--- src/conv_seq_pkg.sv ---
// Shared constants, types and register map of the conversion sequencer
package conv_seq_pkg;

  // ************************************************************
  // Widths
  // ************************************************************
  localparam int APB_AW = 8;
  localparam int APB_DW = 32;
  localparam int RES_W  = 16;
  localparam int RAW_W  = 20;
  localparam int CAL_W  = 16;
  localparam int CORR_W = 24;
  localparam int TICK_W = 16;
  localparam int IRQ_W  = 2;

  // ************************************************************
  // Register map and fields
  // ************************************************************
  localparam logic [APB_AW-1:0] OFS_CONFIG = 8'h00;
  localparam logic [APB_AW-1:0] OFS_RESULT = 8'h04;
  localparam logic [APB_AW-1:0] OFS_STATUS = 8'h08;
  localparam logic [APB_AW-1:0] OFS_MASK   = 8'h0c;
  localparam logic [APB_AW-1:0] OFS_SLAVE  = 8'h10;
  localparam int CFG_START_BIT  = 7;
  localparam int CFG_SINGLE_BIT = 4;
  localparam int CFG_RATE_LSB   = 2;
  localparam int CFG_GAIN_LSB   = 0;
  localparam int IRQ_DONE       = 0;
  localparam int IRQ_IGNORED    = 1;

  // ************************************************************
  // General call commands, calibration, pin settling
  // ************************************************************
  localparam logic [7:0] GC_LATCH_RESET = 8'h06;
  localparam logic [7:0] GC_LATCH_ONLY  = 8'h04;
  localparam int         CAL_FRAC       = 14;
  localparam logic [1:0] PIN_SETTLE     = 2'h3;

  // ************************************************************
  // Data rates: result width and conversion length multiplier
  // ************************************************************
  typedef enum logic [1:0] {
    RATE_240 = 2'b00,
    RATE_60  = 2'b01,
    RATE_30  = 2'b10,
    RATE_15  = 2'b11
  } rate_t;
  localparam int BITS_15  = 16;
  localparam int BITS_30  = 15;
  localparam int BITS_60  = 14;
  localparam int BITS_240 = 12;
  localparam int LEN_SH_15  = 4;
  localparam int LEN_SH_30  = 3;
  localparam int LEN_SH_60  = 2;
  localparam int LEN_SH_240 = 0;

  typedef enum logic {
    ST_DOWN = 1'b0,
    ST_CONV = 1'b1
  } conv_state_t;

  typedef struct packed {
    logic       start;
    logic       single;
    rate_t      rate;
    logic [1:0] gain;
  } config_t;
  localparam config_t CFG_DEFAULT = '{start: 1'h0, single: 1'h0,
                                      rate: RATE_15, gain: 2'h0};

  typedef struct packed {
    logic              psel;
    logic              penable;
    logic              pwrite;
    logic [APB_AW-1:0] paddr;
    logic [APB_DW-1:0] pwdata;
  } apb_req_t;

  typedef struct packed {
    logic              pready;
    logic              pslverr;
    logic [APB_DW-1:0] prdata;
  } apb_rsp_t;

  typedef struct packed {
    conv_state_t       st;
    config_t           cfg;
    logic [RES_W-1:0]  result;
    logic [IRQ_W-1:0]  status;
    logic [IRQ_W-1:0]  mask;
    logic [TICK_W-1:0] ticks;
    logic [2:0]        osc_s;
    logic [1:0]        pin_s1;
    logic [1:0]        pin_s2;
    logic [1:0]        pin_cnt;
    logic [1:0]        slave_sel;
  } seq_state_t;

endpackage : conv_seq_pkg

--- src/conv_seq.sv ---
// Conversion sequencer and output code formatter with APB registers
`timescale 1ns/10ps
module conv_seq
  import conv_seq_pkg::*;
#(
  parameter int CONV_TICKS = 16
) (
  // Clock and reset
  input  wire logic                   clk_i,
  input  wire logic                   reset_i,
  // APB slave
  input  wire conv_seq_pkg::apb_req_t apb_i,
  output conv_seq_pkg::apb_rsp_t      apb_o,
  // Oscillator and analog side
  input  wire logic                   osc_i,
  input  wire logic [conv_seq_pkg::RAW_W-1:0] raw_code_i,
  input  wire logic [conv_seq_pkg::RAW_W-1:0] cal_offset_i,
  input  wire logic [conv_seq_pkg::CAL_W-1:0] cal_gain_i,
  output logic                        power_up_o,
  output logic [1:0]                  input_gain_factor_o,
  // Bus slave side: general call and address pins
  input  wire logic                   gc_valid_i,
  input  wire logic [7:0]             gc_byte_i,
  input  wire logic [1:0]             addr_pins_i,
  output logic [1:0]                  slave_sel_o,
  // Interrupt
  output logic                        irq_o
);
  import conv_seq_pkg::*;

  // ************************************************************
  // Code formatting
  // ************************************************************
  function automatic int rate_bits(input rate_t r);
    int b;
    b = BITS_15;
    unique case (r)
      RATE_15:  b = BITS_15;
      RATE_30:  b = BITS_30;
      RATE_60:  b = BITS_60;
      RATE_240: b = BITS_240;
    endcase
    return b;
  endfunction : rate_bits

  function automatic logic signed [CORR_W-1:0] max_code(input rate_t r);
    return CORR_W'((1 <<< (rate_bits(r) - 1)) - 1);
  endfunction : max_code

  // Drops low bits for lower widths, clips, then sign-extends
  function automatic logic [RES_W-1:0] fmt_code(
    input logic signed [CORR_W-1:0] v,
    input rate_t                    r
  );
    logic signed [CORR_W-1:0] s;
    logic signed [CORR_W-1:0] hi;
    logic signed [CORR_W-1:0] lo;
    s  = v >>> (RES_W - rate_bits(r));
    hi = max_code(r);
    lo = ~hi;
    if (s > hi) begin
      s = hi;
    end else if (s < lo) begin
      s = lo;
    end
    return s[RES_W-1:0];
  endfunction : fmt_code

  function automatic logic [TICK_W-1:0] conv_len(input rate_t r);
    int sh;
    sh = LEN_SH_15;
    unique case (r)
      RATE_15:  sh = LEN_SH_15;
      RATE_30:  sh = LEN_SH_30;
      RATE_60:  sh = LEN_SH_60;
      RATE_240: sh = LEN_SH_240;
    endcase
    return TICK_W'(CONV_TICKS << sh);
  endfunction : conv_len

  function automatic seq_state_t reset_state(input logic [2:0] osc_s);
    seq_state_t s;
    s         = '0;
    s.st      = ST_DOWN;
    s.cfg     = CFG_DEFAULT;
    s.osc_s   = osc_s;
    return s;
  endfunction : reset_state

  // ************************************************************
  // Calibration path
  // ************************************************************
  logic signed [RAW_W:0]          cal_diff;
  logic signed [RAW_W+CAL_W+1:0]  cal_prod;
  logic signed [CORR_W-1:0]       corr_code;

  always_comb begin
    cal_diff  = $signed({raw_code_i[RAW_W-1], raw_code_i})
              - $signed({cal_offset_i[RAW_W-1], cal_offset_i});
    cal_prod  = cal_diff * $signed({1'h0, cal_gain_i});
    corr_code = CORR_W'(cal_prod >>> CAL_FRAC);
  end

  // ************************************************************
  // Sequencer, register file and events
  // ************************************************************
  seq_state_t       r;
  seq_state_t       r_nxt;
  logic             osc_tick;
  logic             access;
  logic             wr_cfg;
  logic             done_ev;
  logic             ign_ev;
  logic             gc_reset;
  logic [IRQ_W-1:0] ev_set;
  logic [IRQ_W-1:0] st_clr;

  always_comb begin
    r_nxt    = r;
    // The second and third stages feed the edge detector
    r_nxt.osc_s = {r.osc_s[1:0], osc_i};
    osc_tick = r.osc_s[1] & ~r.osc_s[2];
    access   = apb_i.psel & apb_i.penable;
    wr_cfg   = access & apb_i.pwrite & (apb_i.paddr == OFS_CONFIG);
    done_ev  = 1'h0;
    ign_ev   = 1'h0;
    st_clr   = '0;
    gc_reset = gc_valid_i & (gc_byte_i == GC_LATCH_RESET);

    // Address pins settle through two stages before being caught
    r_nxt.pin_s1 = addr_pins_i;
    r_nxt.pin_s2 = r.pin_s1;
    if (r.pin_cnt != PIN_SETTLE) begin
      r_nxt.pin_cnt = r.pin_cnt + 2'h1;
      if (r.pin_cnt == PIN_SETTLE - 2'h1) begin
        r_nxt.slave_sel = r.pin_s2;
      end
    end

    // Configuration write; the start flag is ignored while busy
    if (wr_cfg) begin
      r_nxt.cfg.single = apb_i.pwdata[CFG_SINGLE_BIT];
      r_nxt.cfg.rate   = rate_t'(apb_i.pwdata[CFG_RATE_LSB +: 2]);
      r_nxt.cfg.gain   = apb_i.pwdata[CFG_GAIN_LSB +: 2];
      if (apb_i.pwdata[CFG_START_BIT]) begin
        if (r.st == ST_DOWN) begin
          r_nxt.cfg.start = 1'h1;
        end else begin
          ign_ev = 1'h1;
        end
      end
    end

    unique case (r.st)
      ST_DOWN: begin
        if (!r.cfg.single || r.cfg.start) begin
          r_nxt.st    = ST_CONV;
          r_nxt.ticks = '0;
        end
      end
      ST_CONV: begin
        if (osc_tick) begin
          if (r.ticks >= conv_len(r.cfg.rate) - TICK_W'(1)) begin
            done_ev      = 1'h1;
            r_nxt.result = fmt_code(corr_code, r.cfg.rate);
            r_nxt.ticks  = '0;
            if (r.cfg.single) begin
              r_nxt.cfg.start = 1'h0;
              r_nxt.st        = ST_DOWN;
            end
          end else begin
            r_nxt.ticks = r.ticks + TICK_W'(1);
          end
        end
      end
    endcase

    // Status: set wins over a write-one clear in the same cycle
    if (access && apb_i.pwrite && apb_i.paddr == OFS_STATUS) begin
      st_clr = apb_i.pwdata[IRQ_W-1:0];
    end
    if (access && apb_i.pwrite && apb_i.paddr == OFS_MASK) begin
      r_nxt.mask = apb_i.pwdata[IRQ_W-1:0];
    end
    ev_set = '0;
    ev_set[IRQ_DONE]    = done_ev;
    ev_set[IRQ_IGNORED] = ign_ev;
    r_nxt.status = (r.status & ~st_clr) | ev_set;

    // General call: 06h resets like power-up, both relatch pins
    if (gc_reset) begin
      r_nxt = reset_state(r_nxt.osc_s);
    end
    if (gc_valid_i && (gc_byte_i == GC_LATCH_RESET
                       || gc_byte_i == GC_LATCH_ONLY)) begin
      r_nxt.pin_cnt = '0;
    end
  end

  always_ff @(posedge clk_i) begin
    if (reset_i) begin
      r <= reset_state(3'h0);
    end else begin
      r <= r_nxt;
    end
  end

  // ************************************************************
  // APB answer and outputs
  // ************************************************************
  always_comb begin
    apb_o.pready  = 1'h1;
    apb_o.pslverr = 1'h0;
    apb_o.prdata  = '0;
    unique case (apb_i.paddr)
      OFS_CONFIG: begin
        apb_o.prdata[CFG_START_BIT]       = r.cfg.start;
        apb_o.prdata[CFG_SINGLE_BIT]      = r.cfg.single;
        apb_o.prdata[CFG_RATE_LSB +: 2]   = r.cfg.rate;
        apb_o.prdata[CFG_GAIN_LSB +: 2]   = r.cfg.gain;
      end
      OFS_RESULT: apb_o.prdata[RES_W-1:0] = r.result;
      OFS_STATUS: apb_o.prdata[IRQ_W-1:0] = r.status;
      OFS_MASK:   apb_o.prdata[IRQ_W-1:0] = r.mask;
      OFS_SLAVE:  apb_o.prdata[1:0]       = r.slave_sel;
      default:    apb_o.pslverr           = apb_i.psel & apb_i.penable;
    endcase
  end

  assign power_up_o          = (r.st == ST_CONV);
  assign input_gain_factor_o = r.cfg.gain;
  assign slave_sel_o         = r.slave_sel;
  assign irq_o               = |(r.status & r.mask);
endmodule : conv_seq

--- config.mk ---
export PLATFORM = sky130hd
export DESIGN_NAME = conv_seq
export DESIGN_NICKNAME = d
export VERILOG_FILES = /design/src/conv_seq_pkg.sv /design/src/conv_seq.sv
export SDC_FILE = /design/constraint.sdc
export NUM_CORES = 1
export LEC_CHECK = 0
export BUFFER_PORTS_ARGS = -buffer_cell sky130_fd_sc_hd__buf_2
export CAP_MARGIN = 20
export CORE_MARGIN = 5
export CORE_UTILIZATION = 39
export CTS_BUF_LIST = sky130_fd_sc_hd__clkbuf_16
export CTS_CLUSTER_SIZE = 10
export DETAILED_ROUTE_END_ITERATION = 8
export PLACE_DENSITY = 0.53
export SYNTH_ARGS = -nofsm -noshare
export SYNTH_HDL_FRONTEND = slang
export SYNTH_SLANG_ARGS = --single-unit
--- constraint.sdc ---
create_clock -name clk_i -period 15.1 [get_ports clk_i]
set_clock_uncertainty 0.1 [all_clocks]
set_input_delay 1.51 -clock clk_i [delete_from_list [all_inputs] [get_ports clk_i]]
set_output_delay 1.51 -clock clk_i [all_outputs]
set_load 0.005 [all_outputs]
Word-level counts from Yosys, hierarchy flattened. Index checks and enable logic that the tools add are counted.

Shift-type cells: 3. Reductions and logical operators: 16. Equal/unequal tests: 13. Add/sub/neg operators: 7. Bitwise gates (word level): 12. Order comparisons: 3. Multipliers: 1. Muxes and demuxes: 35.

Operators by type and width (number): case mux 32 bit (4 select lines) (2); two-way mux 32 bit (5); two-way mux 16 bit (5); multiplier 21 x 17 -> 38 bit (1); case mux 16 bit (2 select lines) (1); << shifter 5 x 32 -> 16 bit, first input constant (1); <<< shifter 2 x 32 -> 24 bit, first input constant (1); >>> shifter 24 x 32 -> 24 bit (1); subtractor 32 x 2 -> 32 bit, second input constant (1); subtractor 6 x 32 -> 32 bit, first input constant (1); == test 8 x 3 -> 1 bit, second input constant (3); greater-than comparator 24 bit (1); less-than comparator 24 bit (1); NOT 24 bit (1); subtractor 24 x 2 -> 24 bit, second input constant (1); subtractor 20 x 20 -> 21 bit (1); adder 16 x 1 -> 16 bit, second input constant (1); == test 8 x 4 -> 1 bit, second input constant (2); >= comparator 16 bit (1); subtractor 16 x 1 -> 16 bit, second input constant (1); two-way mux 1 bit (11); two-way mux 2 bit (5); case mux 2 bit (5 select lines) (1); == test 8 x 5 -> 1 bit, second input constant (1); 24 further kinds (40).

Logic and storage cells: 104. Register bits: 54. Output and inout bits: 40.

Logic depth before layout (Yosys ltp). Gate-level depths: netlist of run 1.

Depth after elaboration: 17. Depth in mapped cells: 54. Mapped depth without buffers: 50.

Least setup slack after synthesis of run 1. Ideal clock, no wire load.

Kind: input to register. Start: in raw_code_i[0] in the netlist's numbering. End: reg r[45] in the netlist's numbering. Buffers on the path: 4. Arrival time: 13.108 ns. Required time: 14.941 ns. Stages: 52. Path slack: 1.833 ns. Setup time: 0.059 ns. Cell sequence: inv_1 > ha_1 > fa_1 > nor2b_1 > o21ai_0 > a21boi_0 > o21ai_1 > a21o_1 > a21boi_1 > o31ai_1 > a211oi_1 > nor3_1 > o31a_1 > clkbuf_1 > o21ai_0 > fa_1 > inv_1 > fa_1 > (+16 left out) > buf_6 > inv_6 > a221oi_4 > mux2i_1 > o21a_1 > ha_1 > a21o_1 > a21o_1 > a21o_1 > a211oi_1 > o21ai_0 > a22oi_1 > and2_1 > clkbuf_1 > o21a_1 > o221ai_1 > a2bb2oi_1 > o31a_1.

Longest elaborated chain between the ends: 6.

RTL lines: start, declared (line conv_seq.sv:16) `input wire logic [conv_seq_pkg::RAW_W-1:0] raw_code_i,`; subtractor 20 x 20 -> 21 bit * (line conv_seq.sv:99) `- $signed({cal_offset_i[RAW_W-1], cal_offset_i});`; multiplier 21 x 17 -> 38 bit * (line conv_seq.sv:100) `cal_prod = cal_diff * $signed({1'h0, cal_gain_i});`; >>> shifter 24 x 32 -> 24 bit * (line conv_seq.sv:58) `s = v >>> (RES_W - rate_bits(r));`; less-than comparator 24 bit (line conv_seq.sv:63) `end else if (s < lo) begin`; two-way mux 16 bit (line conv_seq.sv:63); two-way mux 16 bit * (line conv_seq.sv:61) `if (s > hi) begin`; end signal, assigned (line conv_seq.sv:202) `r <= reset_state(3'h0);`; end signal, assigned (line conv_seq.sv:204) `r <= r_nxt;`; end, declared (line conv_seq.sv:107) `seq_state_t r;`.

Mark *: on every way between the ends. The rest lies on a longest branch, timed or not. A chain may end at the register's enable or synchronous reset.

Worst setup path after layout of run 1. Ends and elaborated chain as after synthesis.

==> results of run 1 <==
## per-layer routing
layer	vias to the layer above	track usage, %
met3	49	1.80
met2	323	33.9
met1	7624	26.1
met4	0	2.59
met5	-	0
li1	7215	-
## stage by stage
step           hold slack, ns  worst slack (ns)  std cells
5_1_grt                 0.350             0.208       2944
2_1_floorplan           0.306              1.83       2301
4_1_cts                 0.331             0.740       2943
3_5_place_dp            0.314             0.510       2935
6_report                0.329              1.01       2944
3_3_place_gp            0.308             0.635       2935
## cell usage after synthesis, types with 4 or more instances
master,instances
a211o_1,7
a211oi_1,14
a21boi_0,15
a21o_1,28
a21oi_1,86
a221oi_1,4
a22o_1,5
a22oi_1,4
a31oi_1,7
and2_1,128
and3_1,19
buf_4,21
clkbuf_1,92
dfxtp_1,54
fa_1,328
ha_1,177
inv_1,475
maj3_1,6
mux2_2,4
mux2i_1,22
mux4_2,5
nand2_1,252
nand2b_1,18
nand3_1,33
nand4_1,14
nor2_1,107
nor2b_1,39
nor3_1,29
nor3b_1,5
nor4_1,7
o211a_1,4
o211ai_1,17
o21a_1,13
o21ai_0,69
o21bai_1,4
o221ai_1,8
o22ai_1,11
o31ai_1,10
or3_1,15
xnor2_1,29
xor2_1,13
## state kept, by name, summed over array words and instances, names as in the netlist
signal,flops
r,49
slave_sel_o,2
input_gain_factor_o,2
power_up_o,1
## layout make-up
type / count / area [um^2]
inverter: 480 / 1810
clock inverter: 3 / 42.5
clock buffer: 5 / 125
tap: 615 / 769
fill: 4830 / 27600
sequential: 54 / 1080
timing repair buffer: 140 / 786
multi-input combinational: 1647 / 15600
## worst paths after layout
check	end	startpoint
worst max-delay path	r[45]$_SDFFE_PP0P_	raw_code_i[0]
worst max register to register	r[45]$_SDFFE_PP0P_	r[49]$_SDFFE_PP1P_
worst min-delay path	r[4]$_SDFF_PP0_	r[6]$_SDFF_PP0_
worst min register to register	r[4]$_SDFF_PP0_	r[6]$_SDFF_PP0_
## cells by family after synthesis
family	Yosys count	synth area share, %
and+or+nand+nor	683	17.7
AOI/OAI and AO/OA	352	12.9
other	2	0.0399
buffers and inverters	600	12.5
xor gates and xnor gates	43	2.07
muxes	31	2.01
DFF	54	5.75
adders and majority gates	511	47.0
## timing repair
action / in CTS / in global routing
endpoints found under the setup margin: 0 / 15
resized for setup: 0 / 3
buffers inserted: 0 / 0
==> PnR_summary.wiki, run 1 <==
{| class="wikitable"
! Metric !! Value
|-
| Count of input and output buffers || 109
|-
| Worst-case reg-to-reg path depth || 23
|-
| Util after Layout || 42.3%
|-
| Shortest period the worst path allows || 14.09 ns
|-
| Register clock-pin slew on the reported worst setup and hold paths || 0.07 ns
|-
| # H-tree levels || 2
|-
| Unrepaired setup endpoints after global routing || no
|-
| Met3 WL post-DR || 2150 um
|-
| Aggregate routed wire length || 49000 um
|-
| Initial antenna violation count || 0
|-
| Accumulated negative setup slack || 0 ns
|-
| Period utilisation layout || 93.3%
|-
| Critical path buffer and inverter count || 9
|-
| Nature of the critical path startpoint || input pin
|-
| Final antenna-violating net count || 0
|-
| R2r setup slk || 8.67 ns
|-
| Part of the Yosys area used for sequential elements || 5.75%
|-
| Number of distinct library cells after synthesis || 92
|-
| Std-Cell Core Area || 47700 um^2
|-
| Leading cell types in the layout, fill and taps excluded || inv_1 (475), fa_1 (328), nand2_1 (252)
|-
| Number of ports placed on the die boundary || 153
|-
| HP Class || flip-flop to flip-flop
|-
| Mapped Avg Cell Area || 8.27 um^2
|-
| Detailed-route wire length on metal 1 || 21600 um
|-
| Insertion delay of the later-clocked pin in the worst-skew pair || 0.29 ns
|-
| Final Hold Fails || 0
|-
| Count of flip-flops with a built-in enable after synthesis || 0
|-
| DRC violations left || 0
|-
| Most used flip-flop cell after synthesis || dfxtp_1
|-
| Final net count || 2946
|-
| Total number of placement rows || 80
|-
| Commonest non-fill, non-tap cell in the layout || inv_1
|-
| Final-report setup violation count || 0
|-
| Critical Path Fanout Max || 11
|-
| Fraction of layout cells with a size suffix above 1 || 8.29%
|-
| Crit path arrival time || 14.23 ns
|-
| Vias || 15.2k
|-
| Most area-consuming cells after synthesis || fa_1 (35%), ha_1 (12%), inv_1 (9.5%)
|-
| Antenna cells || 0
|-
| Number of stages on the worst setup path || 50
|-
| Worst path slowest cell || fa_1
|-
| Largest net degree at the start of global routing || 37
|-
| Average wire per cell in the routed design || 16.7 um
|-
| Gr usage total || 19.1%
|-
| Summed instance area of the synthesized netlist || 18800 um^2
|-
| Max transition margin || 25.8%
|-
| Required time reported for the critical path endpoint || 15.24 ns
|-
| Clock buffers created by TritonCTS || 5
|-
| Clock net sink count || 54
|-
| CTS tree || built
|-
| Share of Yosys cell area claimed by the top area cell type || 34.9%
|-
| Element type at the critical path end || flip-flop
|-
| Count of yosys warnings during synthesis || 0
|-
| Die Span Y || 230 um
|-
| Number of instances in the synthesized netlist || 2276
|-
| Effective utilization at floorplan || 39.4%
|-
| Global-route wire length before repair || 83700 um
|-
| Cell type with the largest total area after synthesis || fa_1
|-
| Met2 wire length || 24700 um
|-
| TritonRoute pass-1 iters || 5
|-
| Vias per std cell || 5.17
|-
| Via count of the first global-routing pass || 16.2k
|-
| Critical path's largest stage delay || 0.62 ns
|-
| Hold buffer count at CTS || 0
|-
| Gp weighted congestion || 0.875
|-
| DP Area || 20000 um^2
|-
| Kind of critical path || input pin to flip-flop
|-
| DRT iter0 DRCs || 947
|-
| Area delta synth->final || 7.28%
|-
| Worst path top cell family by delay || compound AO/OA/AOI/OAI gates
|-
| Result of the run || finished, final reports clean
|-
| Transition time of the tightest slew-check pin || 1.11 ns
|-
| Max-cap violations || 0
|-
| Area of all placed cells without fillers || 20200 um^2
|-
| Max-slew violation count || 0
|-
| Highest signal layer in the routed design || met4
|-
| Die area || 52700 um^2
|-
| Proportion of synthesized flip-flops having asynchronous set or reset || 0%
|-
| Bufs on Longest Clock Path || 2
|-
| Cell count of the worst hold path || 1
|-
| GR Overflow Total || 0
|-
| Clock root cell || clkbuf_16
|-
| Max frequency || 0.0710 GHz
|-
| Post-DP HPWL || 39600 um
|-
| Post-synthesis sequential element count || 54
|-
| Die span in x || 230 um
|}
Power of run 1 is left out: the tool's default activity adds up to more than one toggle a clock period on the data nets, which glitch-free logic cannot reach.
==> inputs of run 2 (changes only) <==
==> constraint.sdc (replaced) <==
create_clock -name clk_i -period 15.1 [get_ports clk_i]
set_clock_uncertainty 0.1 [all_clocks]
set_input_delay 2.265 -clock clk_i [delete_from_list [all_inputs] [get_ports clk_i]]
set_output_delay 2.265 -clock clk_i [all_outputs]
set_load 0.005 [all_outputs]
==> run 2 against run 1 <==
Compared with the run above: critical endpoint is now r[33]$_SDFFE_PP0P_; first-iteration DRC count down 5.9%; final area increased by 1.2%; flip-flop and latch count did not move; count of clock-buffer cells in the layout did not move; core utilization up 0.52 points; register-to-register slack better by 0.12 ns; global-route usage fell by 0.31 points; worst hold slack improved by 0.0045 ns; cell count rose by 1.3%; non-clock buffer count grew 37; fmax about the same; sequential share of layout area shrank 0.066 points; largest cell class unchanged.
==> PnR_summary.wiki, run 2 (same netlist as run 1, synthesis figures left out) <==
{| class="wikitable"
! Metric !! Value
|-
| Result of the run || finished, final reports clean
|-
| Aggregate routed wire length || 48400 um
|-
| Post-DP HPWL || 39700 um
|-
| R2r setup slk || 8.79 ns
|-
| Crit path arrival time || 14.18 ns
|-
| Std-Cell Core Area || 47700 um^2
|-
| Gp weighted congestion || 0.873
|-
| Required time reported for the critical path endpoint || 15.19 ns
|-
| Commonest non-fill, non-tap cell in the layout || inv_1
|-
| DRC violations left || 0
|-
| Capture point of the worst reg-to-reg path || r[45]$_SDFFE_PP0P_
|-
| Effective utilization at floorplan || 39.4%
|-
| Accumulated negative setup slack || 0 ns
|-
| CTS tree || built
|-
| Initial antenna violation count || 1
|-
| Register clock-pin slew on the reported worst setup and hold paths || 0.07 ns
|-
| Final Hold Fails || 0
|-
| # H-tree levels || 2
|-
| Final antenna-violating net count || 0
|-
| Bufs on Longest Clock Path || 2
|-
| Leading cell types in the layout, fill and taps excluded || inv_1 (475), fa_1 (326), nand2_1 (252)
|-
| Largest net degree at the start of global routing || 37
|-
| Critical path buffer and inverter count || 8
|-
| Transition time of the tightest slew-check pin || 0.984 ns
|-
| Worst-case reg-to-reg path depth || 22
|-
| Via count of the first global-routing pass || 16.2k
|-
| Max frequency || 0.0710 GHz
|-
| Insertion delay of the later-clocked pin in the worst-skew pair || 0.30 ns
|-
| Antenna cells || 0
|-
| Number of ports placed on the die boundary || 153
|-
| Worst path top cell family by delay || adder cells
|-
| Register with the most flip-flops || r
|-
| Count of fill cells added during filler insertion || 4875
|-
| Shortest period the worst path allows || 14.09 ns
|-
| Clock buffers created by TritonCTS || 5
|-
| Global-route wire length before repair || 82400 um
|-
| TritonRoute pass-1 iters || 5
|-
| Vias per std cell || 5.10
|-
| Gr usage total || 18.8%
|-
| Clock net sink count || 54
|-
| Last element of the critical path || r[33]$_SDFFE_PP0P_
|-
| Max transition margin || 33.9%
|-
| Final net count || 2983
|-
| Worst path slowest cell || fa_1
|-
| Cell seen most often among critical-path stages || fa_1
|-
| Total number of placement rows || 80
|-
| Final-report setup violation count || 0
|-
| Clock root cell || clkbuf_16
|-
| DRT iter0 DRCs || 891
|-
| Average wire per cell in the routed design || 16.2 um
|-
| Element type at the critical path end || flip-flop
|-
| Period utilisation layout || 93.3%
|-
| Kind of critical path || input pin to flip-flop
|-
| Area delta synth->final || 8.61%
|-
| Max-slew violation count || 0
|-
| Critical Path Fanout Max || 11
|-
| HP Class || flip-flop to flip-flop
|-
| Number of stages on the worst setup path || 49
|-
| Max-cap violations || 0
|-
| Count of input and output buffers || 109
|-
| Die Span Y || 230 um
|-
| Die area || 52700 um^2
|-
| Die span in x || 230 um
|-
| Unrepaired setup endpoints after global routing || no
|-
| Startpoint of the worst setup timing path || raw_code_i[0]
|-
| Fraction of layout cells with a size suffix above 1 || 9.64%
|-
| Vias || 15.2k
|-
| GR Overflow Total || 0
|-
| Flip-flop count of the largest register, all copies and words added || 49
|-
| Critical path's largest stage delay || 0.56 ns
|-
| Nature of the critical path startpoint || input pin
|-
| Launch instance of the worst register-to-register path || r[49]$_SDFFE_PP1P_
|}
-- run 2: changes by cell type in the layout (fill, tap and decap cells not counted), sizes merged --
cell | before | now
buf | 140 | 177
clkinvlp | 0 | 1
clkinv | 4 | 3
-- run 2: repair_timing --
item,CTS,global route
hold buffers,0,0
endpoints found under the setup margin,0,16
buffers inserted,0,2
hold endpoints to repair,0,0
gates resized for setup,0,12
-- run 2: cell type report --
| cell class | count | area (um^2) | share of cell area [%] |
|---|---|---|---|
| Clock buffer | 5 | 125 | 0.612 |
| Clock inverter | 3 | 48.8 | 0.239 |
| Inverter | 480 | 1810 | 8.84 |
| Multi-Input combinational cell | 1647 | 15500 | 76.1 |
| Tap cell | 615 | 769 | 3.77 |
| Sequential cell | 54 | 1080 | 5.29 |
| Timing Repair Buffer | 177 | 1060 | 5.17 |
-- run 2: routing by layer --
metal | global-route usage (%) | share of wire, %
met5 | 0 | 0
met4 | 2.33 | 0.95
met3 | 0.904 | 2.8
met2 | 33.6 | 50
met1 | 26.1 | 46
-- run 2: stage by stage --
step | hold slack (ns) | utilization [%] | std cells | instance area [um^2] | worst slack, ns
final | 0.333 | 42.8 | 2981 | 20400 | 1.01
after CTS | 0.334 | 42.6 | 2978 | 20400 | 0.364
after detailed placement | 0.316 | 42.3 | 2970 | 20200 | 0.0945
after floorplan | 0.306 | - | 2301 | 18900 | 1.08
after global placement | 0.308 | 42.3 | 2970 | 20200 | 0.196
after global routing | 0.341 | 42.8 | 2981 | 20400 | 0.139
-- run 2: worst min path at each step --
stage	startpoint	endpoint	slack, ns	depth (start not counted)
after floorplan	r[6]$_SDFF_PP0_	r[4]$_SDFF_PP0_	0.31	1
after global placement	r[7]$_SDFF_PP0_	r[5]$_SDFF_PP0_	0.31	1
after detailed placement	r[7]$_SDFF_PP0_	r[5]$_SDFF_PP0_	0.32	1
final	r[7]$_SDFF_PP0_	r[5]$_SDFF_PP0_	0.33	1
after global routing	r[7]$_SDFF_PP0_	r[5]$_SDFF_PP0_	0.34	1
after CTS	r[7]$_SDFF_PP0_	r[5]$_SDFF_PP0_	0.33	1
Power of run 2 is left out for the same reason.
==> inputs of run 3 (changes only) <==
CORE_ASPECT_RATIO = 0.8   (was not set)
==> run 3 against run 2 <==
Compared with the run above: first-iteration DRC count increased by 1.1%; largest cell class unchanged; sequential share of layout area barely moved; global-route usage up 0.25 points; flip-flop and latch count is the same; final area is 0.20% lower; via count is 0.96% higher; cell count rose by 0.27%; wire length increased by 1.9%; setup slack got worse by 0.29 ns; highest routed layer unchanged; die area barely moved; non-clock buffer count fell by 6; core utilization shrank 0.32 points.
==> PnR_summary.wiki, run 3 (same netlist as run 1, synthesis figures left out) <==
{| class="wikitable"
! Metric !! Value
|-
| Result of the run || finished, final reports clean
|-
| Global-route wire length before repair || 82800 um
|-
| Clock buffers created by TritonCTS || 5
|-
| Antenna cells || 0
|-
| Max-slew violation count || 0
|-
| Cell seen most often among critical-path stages || fa_1
|-
| Initial antenna violation count || 2
|-
| Kind of critical path || input pin to flip-flop
|-
| Max frequency || 0.0695 GHz
|-
| Leading cell types in the layout, fill and taps excluded || inv_1 (475), fa_1 (326), nand2_1 (252)
|-
| Clock net sink count || 54
|-
| Final-report setup violation count || 0
|-
| Final antenna-violating net count || 0
|-
| GR Overflow Total || 0
|-
| Register clock-pin slew on the reported worst setup and hold paths || 0.07 ns
|-
| Crit path arrival time || 14.50 ns
|-
| Total number of placement rows || 72
|-
| Vias || 15.4k
|-
| Nature of the critical path startpoint || input pin
|-
| Count of fill cells added during filler insertion || 4885
|-
| Period utilisation layout || 95.3%
|-
| Area delta synth->final || 8.39%
|-
| Transition time of the tightest slew-check pin || 1.01 ns
|-
| Required time reported for the critical path endpoint || 15.22 ns
|-
| Worst path slowest cell || or3_2
|-
| Flip-flop count of the largest register, all copies and words added || 49
|-
| Commonest non-fill, non-tap cell in the layout || inv_1
|-
| Critical Path Fanout Max || 16
|-
| Final Hold Fails || 0
|-
| Final net count || 2977
|-
| # H-tree levels || 2
|-
| Element type at the critical path end || flip-flop
|-
| Insertion delay of the later-clocked pin in the worst-skew pair || 0.29 ns
|-
| HP Class || flip-flop to flip-flop
|-
| Register with the most flip-flops || r
|-
| Die area || 52800 um^2
|-
| Max transition margin || 31.7%
|-
| Post-DP HPWL || 40000 um
|-
| Effective utilization at floorplan || 39.2%
|-
| DRT iter0 DRCs || 901
|-
| Via count of the first global-routing pass || 15.8k
|-
| Vias per std cell || 5.14
|-
| Unrepaired setup endpoints after global routing || no
|-
| Die span in x || 256 um
|-
| Die Span Y || 206 um
|-
| Average wire per cell in the routed design || 16.5 um
|-
| TritonRoute pass-1 iters || 5
|-
| Number of ports placed on the die boundary || 153
|-
| Aggregate routed wire length || 49300 um
|-
| Accumulated negative setup slack || 0 ns
|-
| Fraction of layout cells with a size suffix above 1 || 9.32%
|-
| Clock root cell || clkbuf_16
|-
| Bufs on Longest Clock Path || 2
|-
| DRC violations left || 0
|-
| Max-cap violations || 0
|-
| Count of input and output buffers || 109
|-
| Largest net degree at the start of global routing || 37
|-
| Gr usage total || 19.0%
|-
| CTS tree || built
|-
| Critical path's largest stage delay || 0.68 ns
|-
| Std-Cell Core Area || 48000 um^2
|-
| Gp weighted congestion || 0.903
|-
| Tightest hold margin || 0.328 ns
|-
| Shortest period the worst path allows || 14.38 ns
|}
-- run 3: path summary, 6_finish.rpt --
| path | cells past startpoint | start | slack (ns) | to |
|---|---|---|---|---|
| hold / removal | 1 | r[7]$_SDFF_PP0_ | 0.33 | r[5]$_SDFF_PP0_ |
| hold reg to reg | 1 | r[7]$_SDFF_PP0_ | 0.33 | r[5]$_SDFF_PP0_ |
| setup / recovery | 50 | raw_code_i[0] | 0.72 | r[43]$_SDFFE_PP0P_ |
| setup reg to reg | 22 | r[49]$_SDFFE_PP1P_ | 8.82 | r[45]$_SDFFE_PP0P_ |
-- run 3: routing by layer --
| layer | vias up | part of all wire [%] | global-route usage, % |
|---|---|---|---|
| met3 | 35 | 4.9 | 1.92 |
| met5 | - | 0 | 0 |
| li1 | 7280 | - | - |
| met4 | 0 | 0.91 | 2.29 |
| met1 | 7687 | 48 | 28.1 |
| met2 | 349 | 46 | 31.4 |
-- run 3: final cells by class --
| type | instances | area, um^2 | area share (%) |
|---|---|---|---|
| clock buffers | 5 | 125 | 0.614 |
| clock inverters | 3 | 42.5 | 0.209 |
| inverters | 480 | 1810 | 8.86 |
| multi-input cells | 1647 | 15500 | 76.2 |
| flip-flops and latches | 54 | 1080 | 5.30 |
| well taps | 629 | 787 | 3.86 |
| repair buffers | 171 | 1010 | 4.96 |
-- run 3: worst max-delay path: cells and delay by family --
kind / cells / cell delay, ns
muxes: 1 / 0.28
buffers and inverters: 10 / 1.00
and+or+nand+nor: 10 / 2.86
adders and majority gates: 10 / 4.33
AOI/OAI and AO/OA: 19 / 3.72
-- run 3: stage by stage --
| step | instance area [um^2] | std cells | worst slack (ns) | util [%] |
|---|---|---|---|---|
| after global placement | 20200 | 2978 | 0.154 | 42.0 |
| after global routing | 20400 | 2989 | 0.00671 | 42.5 |
| after CTS | 20300 | 2986 | 0.316 | 42.3 |
| after floorplan | 18900 | 2301 | 1.08 | - |
| final | 20400 | 2989 | 0.715 | 42.5 |
| after detailed placement | 20200 | 2978 | 0.0830 | 42.0 |
-- run 3: what timing repair did --
| action | CTS | global route |
|---|---|---|
| hold buffers | 0 | 0 |
| buffers inserted | 0 | 3 |
| gates resized for setup | 0 | 11 |
| setup endpoints to repair | 0 | 16 |
Power of run 3 is left out for the same reason.
